==> src/hdl/iefl_defs.svh <==
// offsets, field positions and reset values for the interrupt enable/flag block
`ifndef IEFL_DEFS_SVH
`define IEFL_DEFS_SVH
`define IEFL_OFF_CORE_CTRL   12'h000
`define IEFL_OFF_PERIPH_EN   12'h004
`define IEFL_OFF_PERIPH_REQ  12'h008
`define IEFL_OFF_PIN_MASK    12'h00C
`define IEFL_OFF_OPTION      12'h010
`define IEFL_OFF_STATUS      12'h014
`define IEFL_OFF_TIMER0      12'h018
`define IEFL_BIT_GLOBAL_EN   7
`define IEFL_BIT_GROUP_EN    6
`define IEFL_BIT_T0_OVF_EN   5
`define IEFL_BIT_EXTIE       4
`define IEFL_BIT_PCIE        3
`define IEFL_BIT_T0_OVF_FLAG 2
`define IEFL_BIT_EXTIF       1
`define IEFL_BIT_PCIF        0
`define IEFL_BIT_EDGE        6
`define IEFL_RST_CORE        8'h00
`define IEFL_RST_PERIPH      8'h00
`define IEFL_RST_MASK        6'h00
`define IEFL_RST_OPTION      8'hFF
`define IEFL_RESP_OKAY       2'h0
`define IEFL_RESP_SLVERR     2'h2
`endif

==> src/hdl/iefl_pkg.sv <==
// types shared by the interrupt enable/flag block
package iefl_pkg;
  // peripheral event pulses, bit order matches the peripheral registers
  typedef struct packed {
    logic eeprom_write_done;
    logic conversion_done;
    logic capcomp;
    logic comparator_two;
    logic comparator_one;
    logic osc_fail;
    logic timer2_match;
    logic timer1_overflow;
  } iefl_periph_ev_t;

  // capture/compare unit mode
  typedef enum logic [1:0] {
    IEFL_CC_CAPTURE = 2'b00,
    IEFL_CC_COMPARE = 2'b01,
    IEFL_CC_PWM     = 2'b10,
    IEFL_CC_OFF     = 2'b11
  } iefl_cc_mode_t;

  // read channel state
  typedef enum logic [0:0] {
    IEFL_RD_IDLE = 1'b0,
    IEFL_RD_RESP = 1'b1
  } iefl_rd_state_t;
endpackage : iefl_pkg

==> src/hdl/iefl_core.sv <==
// interrupt enable and flag registers with an AXI4-Lite slave
//
// Implementation choices: the AXI4-Lite register port and the register offsets.
`timescale 1ns/10ps
`include "iefl_defs.svh"

module iefl_core (
  // clock and reset
  input  wire logic                    clk,
  input  wire logic                    rst_b,
  // axi4-lite write address and data
  input  wire logic [11:0]             s_axi_awaddr,
  input  wire logic                    s_axi_awvalid,
  output logic                         s_axi_awready,
  input  wire logic [31:0]             s_axi_wdata,
  input  wire logic [3:0]              s_axi_wstrb,
  input  wire logic                    s_axi_wvalid,
  output logic                         s_axi_wready,
  // axi4-lite write response
  output logic [1:0]                   s_axi_bresp,
  output logic                         s_axi_bvalid,
  input  wire logic                    s_axi_bready,
  // axi4-lite read
  input  wire logic [11:0]             s_axi_araddr,
  input  wire logic                    s_axi_arvalid,
  output logic                         s_axi_arready,
  output logic [31:0]                  s_axi_rdata,
  output logic [1:0]                   s_axi_rresp,
  output logic                         s_axi_rvalid,
  input  wire logic                    s_axi_rready,
  // event sources, same clock, one-cycle pulses, and the capture/compare mode level cc_mode
  input  wire logic                    timer0_tick,
  input  wire iefl_pkg::iefl_periph_ev_t periph_ev,
  input  wire iefl_pkg::iefl_cc_mode_t cc_mode,
  // asynchronous pins
  input  wire logic                    external_irq_pin,
  input  wire logic [5:0]              port_a_pins,
  // request to the core and timer value
  output logic                         irq_req,
  output logic [7:0]                   timer0_count
);

  logic [7:0] core_interrupt_control;
  logic [7:0] peripheral_interrupt_enable;
  logic [7:0] peripheral_interrupt_request;
  logic [5:0] pin_change_enable_mask;
  logic [7:0] option_reg;
  logic       ext_s1;
  logic       ext_s2;
  logic       ext_d;
  logic [5:0] port_s1;
  logic [5:0] port_s2;
  logic [5:0] port_d;
  logic       prim_valid;
  logic       ext_event;
  logic       port_event;
  logic       timer0_roll;
  logic [7:0] periph_set;
  logic       aw_held;
  logic       w_held;
  logic [11:0] aw_addr;
  logic [31:0] w_data;
  logic [3:0]  w_strb;
  logic       wr_go;
  logic       wr_hit;
  logic [7:0] next_rdata;
  logic       rd_hit;
  iefl_pkg::iefl_rd_state_t rd_state;

  // address decode shared by read and write
  function automatic logic addr_mapped(input logic [11:0] a);
    addr_mapped = (a == `IEFL_OFF_CORE_CTRL) || (a == `IEFL_OFF_PERIPH_EN) ||
                  (a == `IEFL_OFF_PERIPH_REQ) || (a == `IEFL_OFF_PIN_MASK) ||
                  (a == `IEFL_OFF_OPTION) || (a == `IEFL_OFF_STATUS) ||
                  (a == `IEFL_OFF_TIMER0);
  endfunction : addr_mapped

  // two-flop synchronisers; first stage feeds only the second
  always_ff @(posedge clk) begin
    ext_s1  <= external_irq_pin;
    ext_s2  <= ext_s1;
    port_s1 <= port_a_pins;
    port_s2 <= port_s1;
  end

  // delayed copies for edge detection; prim_valid hides the first sample
  always_ff @(posedge clk) begin
    if (!rst_b) begin
      prim_valid <= 1'b0;
      ext_d      <= 1'b0;
      port_d     <= 6'h00;
    end else begin
      prim_valid <= 1'b1;
      ext_d      <= ext_s2;
      port_d     <= port_s2;
    end
  end

  assign ext_event = prim_valid &&
                     (option_reg[`IEFL_BIT_EDGE] ? (ext_s2 && !ext_d) : (!ext_s2 && ext_d));
  assign port_event = prim_valid && |((port_s2 ^ port_d) & pin_change_enable_mask);

  // timer0 count has no reset; it only counts or takes writes
  always_ff @(posedge clk) begin
    if (wr_go && aw_addr == `IEFL_OFF_TIMER0 && w_strb[0])
      timer0_count <= w_data[7:0];
    else if (timer0_tick)
      timer0_count <= timer0_count + 8'h01;
  end
  assign timer0_roll = timer0_tick && (timer0_count == 8'hFF);

  // capcomp event only in capture or compare mode
  always_comb begin
    periph_set = periph_ev;
    periph_set[5] = periph_ev.capcomp &&
                    (cc_mode == iefl_pkg::IEFL_CC_CAPTURE || cc_mode == iefl_pkg::IEFL_CC_COMPARE);
  end

  // axi write channel capture, address and data in either order
  assign wr_go  = aw_held && w_held && !s_axi_bvalid;
  assign wr_hit = addr_mapped(aw_addr);
  always_ff @(posedge clk) begin
    if (!rst_b) begin
      aw_held       <= 1'b0;
      w_held        <= 1'b0;
      aw_addr       <= 12'h000;
      w_data        <= 32'h0000_0000;
      w_strb        <= 4'h0;
      s_axi_awready <= 1'b0;
      s_axi_wready  <= 1'b0;
      s_axi_bvalid  <= 1'b0;
      s_axi_bresp   <= `IEFL_RESP_OKAY;
    end else begin
      s_axi_awready <= !aw_held && !s_axi_awready && s_axi_awvalid;
      s_axi_wready  <= !w_held && !s_axi_wready && s_axi_wvalid;
      if (s_axi_awvalid && s_axi_awready) begin
        aw_held <= 1'b1;
        aw_addr <= s_axi_awaddr;
      end
      if (s_axi_wvalid && s_axi_wready) begin
        w_held <= 1'b1;
        w_data <= s_axi_wdata;
        w_strb <= s_axi_wstrb;
      end
      if (wr_go) begin
        aw_held      <= 1'b0;
        w_held       <= 1'b0;
        s_axi_bvalid <= 1'b1;
        s_axi_bresp  <= wr_hit ? `IEFL_RESP_OKAY : `IEFL_RESP_SLVERR;
      end else if (s_axi_bvalid && s_axi_bready) begin
        s_axi_bvalid <= 1'b0;
      end
    end
  end

  // core control: enables from software, flags set by hardware
  // flags set regardless of enables; set wins over a software clear
  always_ff @(posedge clk) begin
    if (!rst_b) begin
      core_interrupt_control <= `IEFL_RST_CORE;
    end else begin
      if (wr_go && aw_addr == `IEFL_OFF_CORE_CTRL && w_strb[0])
        core_interrupt_control <= w_data[7:0];
      if (timer0_roll)
        core_interrupt_control[`IEFL_BIT_T0_OVF_FLAG] <= 1'b1;
      if (ext_event)
        core_interrupt_control[`IEFL_BIT_EXTIF] <= 1'b1;
      if (port_event)
        core_interrupt_control[`IEFL_BIT_PCIF] <= 1'b1;
    end
  end

  // enable bit order follows the event struct
  always_ff @(posedge clk) begin
    if (!rst_b)
      peripheral_interrupt_enable <= `IEFL_RST_PERIPH;
    else if (wr_go && aw_addr == `IEFL_OFF_PERIPH_EN && w_strb[0])
      peripheral_interrupt_enable <= w_data[7:0];
  end

  always_ff @(posedge clk) begin
    if (!rst_b)
      peripheral_interrupt_request <= `IEFL_RST_PERIPH;
    else if (wr_go && aw_addr == `IEFL_OFF_PERIPH_REQ && w_strb[0])
      peripheral_interrupt_request <= w_data[7:0] | periph_set;
    else
      peripheral_interrupt_request <= peripheral_interrupt_request | periph_set;
  end

  // pin mask and option register; edge select resets to rising
  always_ff @(posedge clk) begin
    if (!rst_b) begin
      pin_change_enable_mask <= `IEFL_RST_MASK;
      option_reg             <= `IEFL_RST_OPTION;
    end else if (wr_go && w_strb[0]) begin
      if (aw_addr == `IEFL_OFF_PIN_MASK)
        pin_change_enable_mask <= w_data[5:0];
      if (aw_addr == `IEFL_OFF_OPTION)
        option_reg <= w_data[7:0];
    end
  end

  // combined request, registered so the output is a flop
  always_ff @(posedge clk) begin
    if (!rst_b)
      irq_req <= 1'b0;
    else
      irq_req <= core_interrupt_control[`IEFL_BIT_GLOBAL_EN] &&
                 (|(core_interrupt_control[5:3] & core_interrupt_control[2:0]) ||
                  (core_interrupt_control[`IEFL_BIT_GROUP_EN] &&
                   |(peripheral_interrupt_enable & peripheral_interrupt_request)));
  end

  // read mux; status shows the registered irq_req in bit 0
  always_comb begin
    next_rdata = 8'h00;
    unique case (s_axi_araddr)
      `IEFL_OFF_CORE_CTRL:  next_rdata = core_interrupt_control;
      `IEFL_OFF_PERIPH_EN:  next_rdata = peripheral_interrupt_enable;
      `IEFL_OFF_PERIPH_REQ: next_rdata = peripheral_interrupt_request;
      `IEFL_OFF_PIN_MASK:   next_rdata = {2'b00, pin_change_enable_mask};
      `IEFL_OFF_OPTION:     next_rdata = option_reg;
      `IEFL_OFF_STATUS:     next_rdata = {7'h00, irq_req};
      `IEFL_OFF_TIMER0:     next_rdata = timer0_count;
      default:              next_rdata = 8'h00;
    endcase
  end
  assign rd_hit = addr_mapped(s_axi_araddr);

  // read channel: accept, answer next cycle, hold until rready
  always_ff @(posedge clk) begin
    if (!rst_b) begin
      rd_state      <= iefl_pkg::IEFL_RD_IDLE;
      s_axi_arready <= 1'b0;
      s_axi_rvalid  <= 1'b0;
      s_axi_rdata   <= 32'h0000_0000;
      s_axi_rresp   <= `IEFL_RESP_OKAY;
    end else begin
      unique case (rd_state)
        iefl_pkg::IEFL_RD_IDLE: begin
          s_axi_arready <= s_axi_arvalid && !s_axi_arready;
          if (s_axi_arvalid && s_axi_arready) begin
            s_axi_arready <= 1'b0;
            s_axi_rvalid  <= 1'b1;
            s_axi_rdata   <= {24'h000000, next_rdata};
            s_axi_rresp   <= rd_hit ? `IEFL_RESP_OKAY : `IEFL_RESP_SLVERR;
            rd_state      <= iefl_pkg::IEFL_RD_RESP;
          end
        end
        iefl_pkg::IEFL_RD_RESP: begin
          if (s_axi_rready) begin
            s_axi_rvalid <= 1'b0;
            rd_state     <= iefl_pkg::IEFL_RD_IDLE;
          end
        end
      endcase
    end
  end

endmodule : iefl_core

==> config.mk <==
export PLATFORM = sky130hd
export DESIGN_NAME = iefl_core
export DESIGN_NICKNAME = d
export VERILOG_FILES = /design/src/hdl/iefl_pkg.sv /design/src/hdl/iefl_core.sv
export VERILOG_INCLUDE_DIRS = /design/src /design/src/hdl
export SDC_FILE = /design/constraint.sdc
export NUM_CORES = 1
export LEC_CHECK = 0
export ABC_AREA = 1
export BUFFER_PORTS_ARGS = -buffer_cell sky130_fd_sc_hd__buf_2
export CORE_MARGIN = 10
export CORE_UTILIZATION = 30
export CTS_BUF_LIST = sky130_fd_sc_hd__clkbuf_4
export DETAILED_ROUTE_END_ITERATION = 6
export GPL_ROUTABILITY_DRIVEN = 0
export PLACE_DENSITY_LB_ADDON = 0.05
export SYNTH_ARGS = -nofsm -noshare
export SYNTH_HDL_FRONTEND = slang
export SYNTH_SLANG_ARGS = --single-unit
==> constraint.sdc <==
create_clock -name clk -period 2 [get_ports clk]
set_clock_uncertainty 0.1 [all_clocks]
set_input_delay 0.3 -clock clk [delete_from_list [all_inputs] [get_ports clk]]
set_output_delay 0.3 -clock clk [all_outputs]
set_load 0.02 [all_outputs]
Yosys cells after proc, flatten, opt, wreduce, memory -nomap -nowiden
Index checks and enable logic that the tools add are counted.
W data, S select, Z words.
- bits in registers: 110
- add/sub/neg operators: 1
- eq/ne operators: 16
- muxes and demuxes: 21
- bitwise gates (word level): 8
- reduce and logical (&&, ||, !) cells: 66
- operator list (kind ; count):
    $eq A12 B5 Y1 const B ; 6
    $pmux W8 S7 ; 1
    $eq A12 B4 Y1 const B ; 4
    $logic_and A1 B1 Y1 ; 28
    $eq A12 B3 Y1 const B ; 2
    $logic_not A12 Y1 ; 2
    $mux W8 ; 3
    $or A8 B8 Y8 ; 2
    $logic_or A1 B1 Y1 ; 14
    $mux W1 ; 12
    $reduce_bool A2 Y1 ; 5
    $add A8 B1 Y8 const B ; 1
    $and A8 B8 Y8 ; 1
    $eq A8 B8 Y1 const B ; 1
    $logic_not A1 Y1 ; 8
    $reduce_and A2 Y1 ; 4
    $reduce_or A8 Y1 ; 1
    $and A6 B6 Y6 ; 1
    $reduce_or A6 Y1 ; 1
    $xor A6 B6 Y6 ; 1
    $mux W2 ; 2
    $ne A2 B2 Y1 const B ; 2
    $pmux W1 S2 ; 2
    $and A3 B3 Y3 ; 1
    6 further kinds ; 7

Logic depth before layout (Yosys ltp)
- word-level depth: 8
- mapped depth: 10
- depth with buffers taken out: 10

Least setup slack after synthesis
No wires, ideal clock.
- kind: register to register
- from: register s_axi_bvalid
- to: register timer0_count[0] (enable)
- arrival time: 1.353 ns
- data required time: 1.571 ns
- setup slack: 0.218 ns
- stages on the path, launching flop included: 7
- path buffers: 1
- cell sequence: dfxtp_1 -> nor2_2 -> nand2_2 -> nor2_8 -> nand4_4 -> buf_2 -> nand2_1
- longest elaborated chain between the ends: 5
- RTL lines (what ; RTL line ; text):
    start, declared ; iefl_core.sv:21 ; output logic s_axi_bvalid,
    start signal, assigned ; iefl_core.sv:131 ; s_axi_bvalid <= 1'b0;
    start signal, assigned ; iefl_core.sv:148 ; s_axi_bvalid <= 1'b1;
    start signal, assigned ; iefl_core.sv:151 ; s_axi_bvalid <= 1'b0;
    $logic_not A1 Y1 ; iefl_core.sv:120 ; assign wr_go = aw_held && w_held && !s_axi_bvalid;
    $logic_and A1 B1 Y1 ; iefl_core.sv:120 ;
    $logic_and A1 B1 Y1 (no source line) ; -- ;
    $logic_and A1 B1 Y1 ; iefl_core.sv:105 ; if (wr_go && aw_addr == `IEFL_OFF_TIMER0 && w_strb[0])
    $reduce_bool A2 Y1 (no source line) ; -- ;
    end signal, assigned ; iefl_core.sv:106 ; timer0_count <= w_data[7:0];
    end signal, assigned ; iefl_core.sv:108 ; timer0_count <= timer0_count + 8'h01;
    end, declared ; iefl_core.sv:40 ; output logic [7:0] timer0_count
Every way passes these cells.
A chain may end at the register's enable or synchronous reset.

Final worst setup path
- from: register w_held
- to: register timer0_count[1] (enable)
- longest elaborated chain between the ends: 5
- RTL lines (what ; RTL line ; text):
    start, declared ; iefl_core.sv:60 ; logic w_held;
    start signal, assigned ; iefl_core.sv:125 ; w_held <= 1'b0;
    start signal, assigned ; iefl_core.sv:141 ; w_held <= 1'b1;
    start signal, assigned ; iefl_core.sv:147 ; w_held <= 1'b0;
    $logic_and A1 B1 Y1 (2 in series) ; iefl_core.sv:120 ;
    $logic_and A1 B1 Y1 (no source line) ; -- ;
    $logic_and A1 B1 Y1 ; iefl_core.sv:105 ;
    $reduce_bool A2 Y1 (no source line) ; -- ;
Every way passes these cells.

==> metrics <==
CP endpoint=timer0_count[1]; min Tclk post-route=about 1.8 ns; Cells after Synth=between 600 and 700; max reg flops=12; most common flop cell mapped by yosys=dfxtp_1; die height=148.3 um; number of remaining DRC errors=0; Slowest cell on crit path=dfxtp_1; Mean Syn Cell Area=around 7.5 um2; Post-DRT Antenna Nets=0; setup_tns=0 ns; Max-cap violations=0; worst reg2reg endpoint=timer0_count[1]; grt ovf=0; Pre-antenna DRT Iters=4; Final setup viols=0; class of the worst hold path=in2reg; Startpoint Class=flip-flop; largest net degree at the start of global routing=42; Initial Util=0.3085; Finished Core Util=0.3768; synthesized area=around 0.0049 mm2; via count=between 4k and 5k; Post-synth EDFFs=8; GRT Total Usage=0.1303; vias in the first global route=around 4.3k; Seq cells post-synth=about 110; crit path launch=w_held; RSZ-0062 raised after global routing=no; Core Region=0.01600 mm2; Clock Pin Slew Worst Setup and Hold Paths=~0.15 ns; H-tree depth=3; CTS buffer count=9; final hold viol count=0; area grow syn2layout=22.13%; CP Depth=7; Worst EP required=around 2.1 ns; final WL=roughly 14000 um; worst path cell trace=inv_2, nor2_2, nand2_2, nor2_8, buf_4, nand4_4, nand2_1; Crit. End Element=flip-flop; post-DP HPWL=10890 um; Die ar.=around 0.022 mm2; CTS tree=built; Nets=868; Buf/Inv on CP=2; CTS Sinks=about 110; initial antenna violation count=1; FP Rows=46; wire length per cell=13.98 um; Top Family by Delay on Critical Path=simple AND/OR/NAND/NOR gates; min-delay src=s_axi_arvalid; WP data arrival=~1.9 ns; Netlist cell types=38; Crit Path Max Fanout=8; Seq/Total Area, Yosys=0.4542; peak supply drop=0.3406 mV; Crit path largest cell delay=0.38 ns; CTS Root Cell=clkbuf_4; Hold Path Depth=3; port buffer count=80; status=finished, final reports clean; DRC marker count from the first detailed-route iteration=~210; vias per cell=roughly 4.4; Register-to-Register Path Depth=7; Tcrit/Tclk final=0.9136; layout cell share with drive strength beyond 1=0.1758; Die Width=~150 um; R2R Setup Slk=0.17 ns; pwr dens=about 630 mW/mm2; Worst-Skew Late Latency=0.47 ns; Total Power=around 0.0038 W; Pleak=roughly 2.8 nW; Reg with most FFs=aw_addr; ys async rst share=0; kind of critical path=reg2reg; R2R Path Start=w_held; first-pass GRT wire length=between 20000 and 25000 um; CTS Buffer Depth=2; I/O pin count=around 140; number of warnings issued by yosys=0; FMAX=between 0.5 and 0.6 GHz; max-slew violations=0
## stage by stage
step / hold slack (ns) / std cells / instance area [um2] / setup WS, ns
2_1_floorplan: 0.2096 / 681 / 5030 / 0.2183
3_3_place_gp: 0.2112 / 947 / 5523 / 0.1413
3_5_place_dp: 0.2121 / 947 / 5523 / 0.1080
4_1_cts: 0.007445 / 1001 / 6018 / 0.1268
5_1_grt: 0.02935 / 1002 / 6028 / 0.03474
6_report: 0.06385 / 1002 / 6028 / 0.1728
## Yosys cell counts, types with 2 or more instances
library cell  instances  area share
buf_6                 2      0.0046
buf_4                27       0.041
nor2_8                2      0.0081
nand2_1             120       0.091
a211oi_1              3      0.0046
a21oi_2               3      0.0053
nor3_1                6      0.0061
inv_2                 5      0.0038
o211ai_1              9       0.014
a21oi_1              47       0.048
dfxtp_1             100        0.41
xor2_1                6       0.011
clkinv_1              3      0.0023
inv_1                82       0.062
nor2_2                4      0.0051
buf_2                 7      0.0071
nor2_1               65       0.049
nand4_4               2      0.0086
nand4_1               5      0.0063
o21ai_0              36       0.037
edfxtp_1              8       0.049
nand3_1              51       0.052
clkbuf_1              9      0.0068
nor2_4                5       0.011
o21ai_1              33       0.033
nand2_2               4      0.0051
## layer usage
metal | part of all wire | vias to the layer above | global-route usage | routed length, um
li1 | - | 2320 | - | -
met5 | 0 | - | 0 | 0
met4 | 0.0076 | 0 | 0.04460 | 106
met3 | 0.054 | 7 | 0.03762 | 761
met2 | 0.47 | 86 | 0.2150 | 6594
met1 | 0.47 | 1978 | 0.1585 | 6550
## kinds of logic after synthesis
family          share of synthesized area
flops                              0.4542
simple gates                       0.2578
fa+ha+maj                        0.002534
xor+xnor                          0.01065
other cells                     0.0007597
compound gates                     0.1452
buf+inv                            0.1288
## power by group
group / switching, W / leakage, nW / internal [W] / total, W
Clock: 0.000676 / 0.0532 / 0.000248 / 0.000923
Combinational: 0.000323 / 1.83 / 0.000214 / 0.000537
Sequential: 0.0000738 / 0.898 / 0.00227 / 0.00234
## cells in the final DEF, fill, tap and decap left out, drive strengths merged
cell,Yosys,layout
a211oi,3,3
a21o,1,1
a21oi,50,50
a31oi,1,1
and3,1,1
buf,37,96
clkbuf,9,10
clkinv,3,6
clkinvlp,0,1
conb,1,26
dfxtp,100,100
diode,0,1
dlygate4sd3,0,40
edfxtp,8,8
ha,1,1
inv,87,87
nand2,124,124
nand3,53,53
nand4,8,8
nor2,76,76
nor3,8,8
o211ai,9,9
o21ai,69,69
o22ai,1,1
xor2,6,6
## final cells by class
type | instances | area (um2)
diodes | 1 | 2.502
clock buffers | 10 | 75.07
clock inverters | 4 | 20.02
fillers | 1763 | 9972
inverters | 90 | 337.8
multi-input cells | 437 | 2160
flip-flops and latches | 108 | 2242
well taps | 216 | 270.3
repair buffers | 136 | 920.9
## tightest hold or removal path, delay by kind of cell
kind                   cells  cell delay (ns)
AOI/OAI and AO/OA          2             0.18
buffers and inverters      1             0.11
## repair_timing
item | 4_1_cts | 5_1_grt
setup endpoints to repair | 0 | 1
setup buffers | 0 | 0
hold buffers | 40 | 0
endpoints found under the hold margin | 40 | 0
gates resized for setup | 0 | 1
## worst min-delay path by stage
stage / endpoint / slack, ns
after global routing: s_axi_arready / 0.03
after CTS: s_axi_arready / 0.007
after detailed placement: port_s2[1] / 0.21
after floorplan: ext_s2 / 0.21
final: s_axi_arready / 0.06
after global placement: port_s2[1] / 0.21
Power figures use the tool's default switching activity.
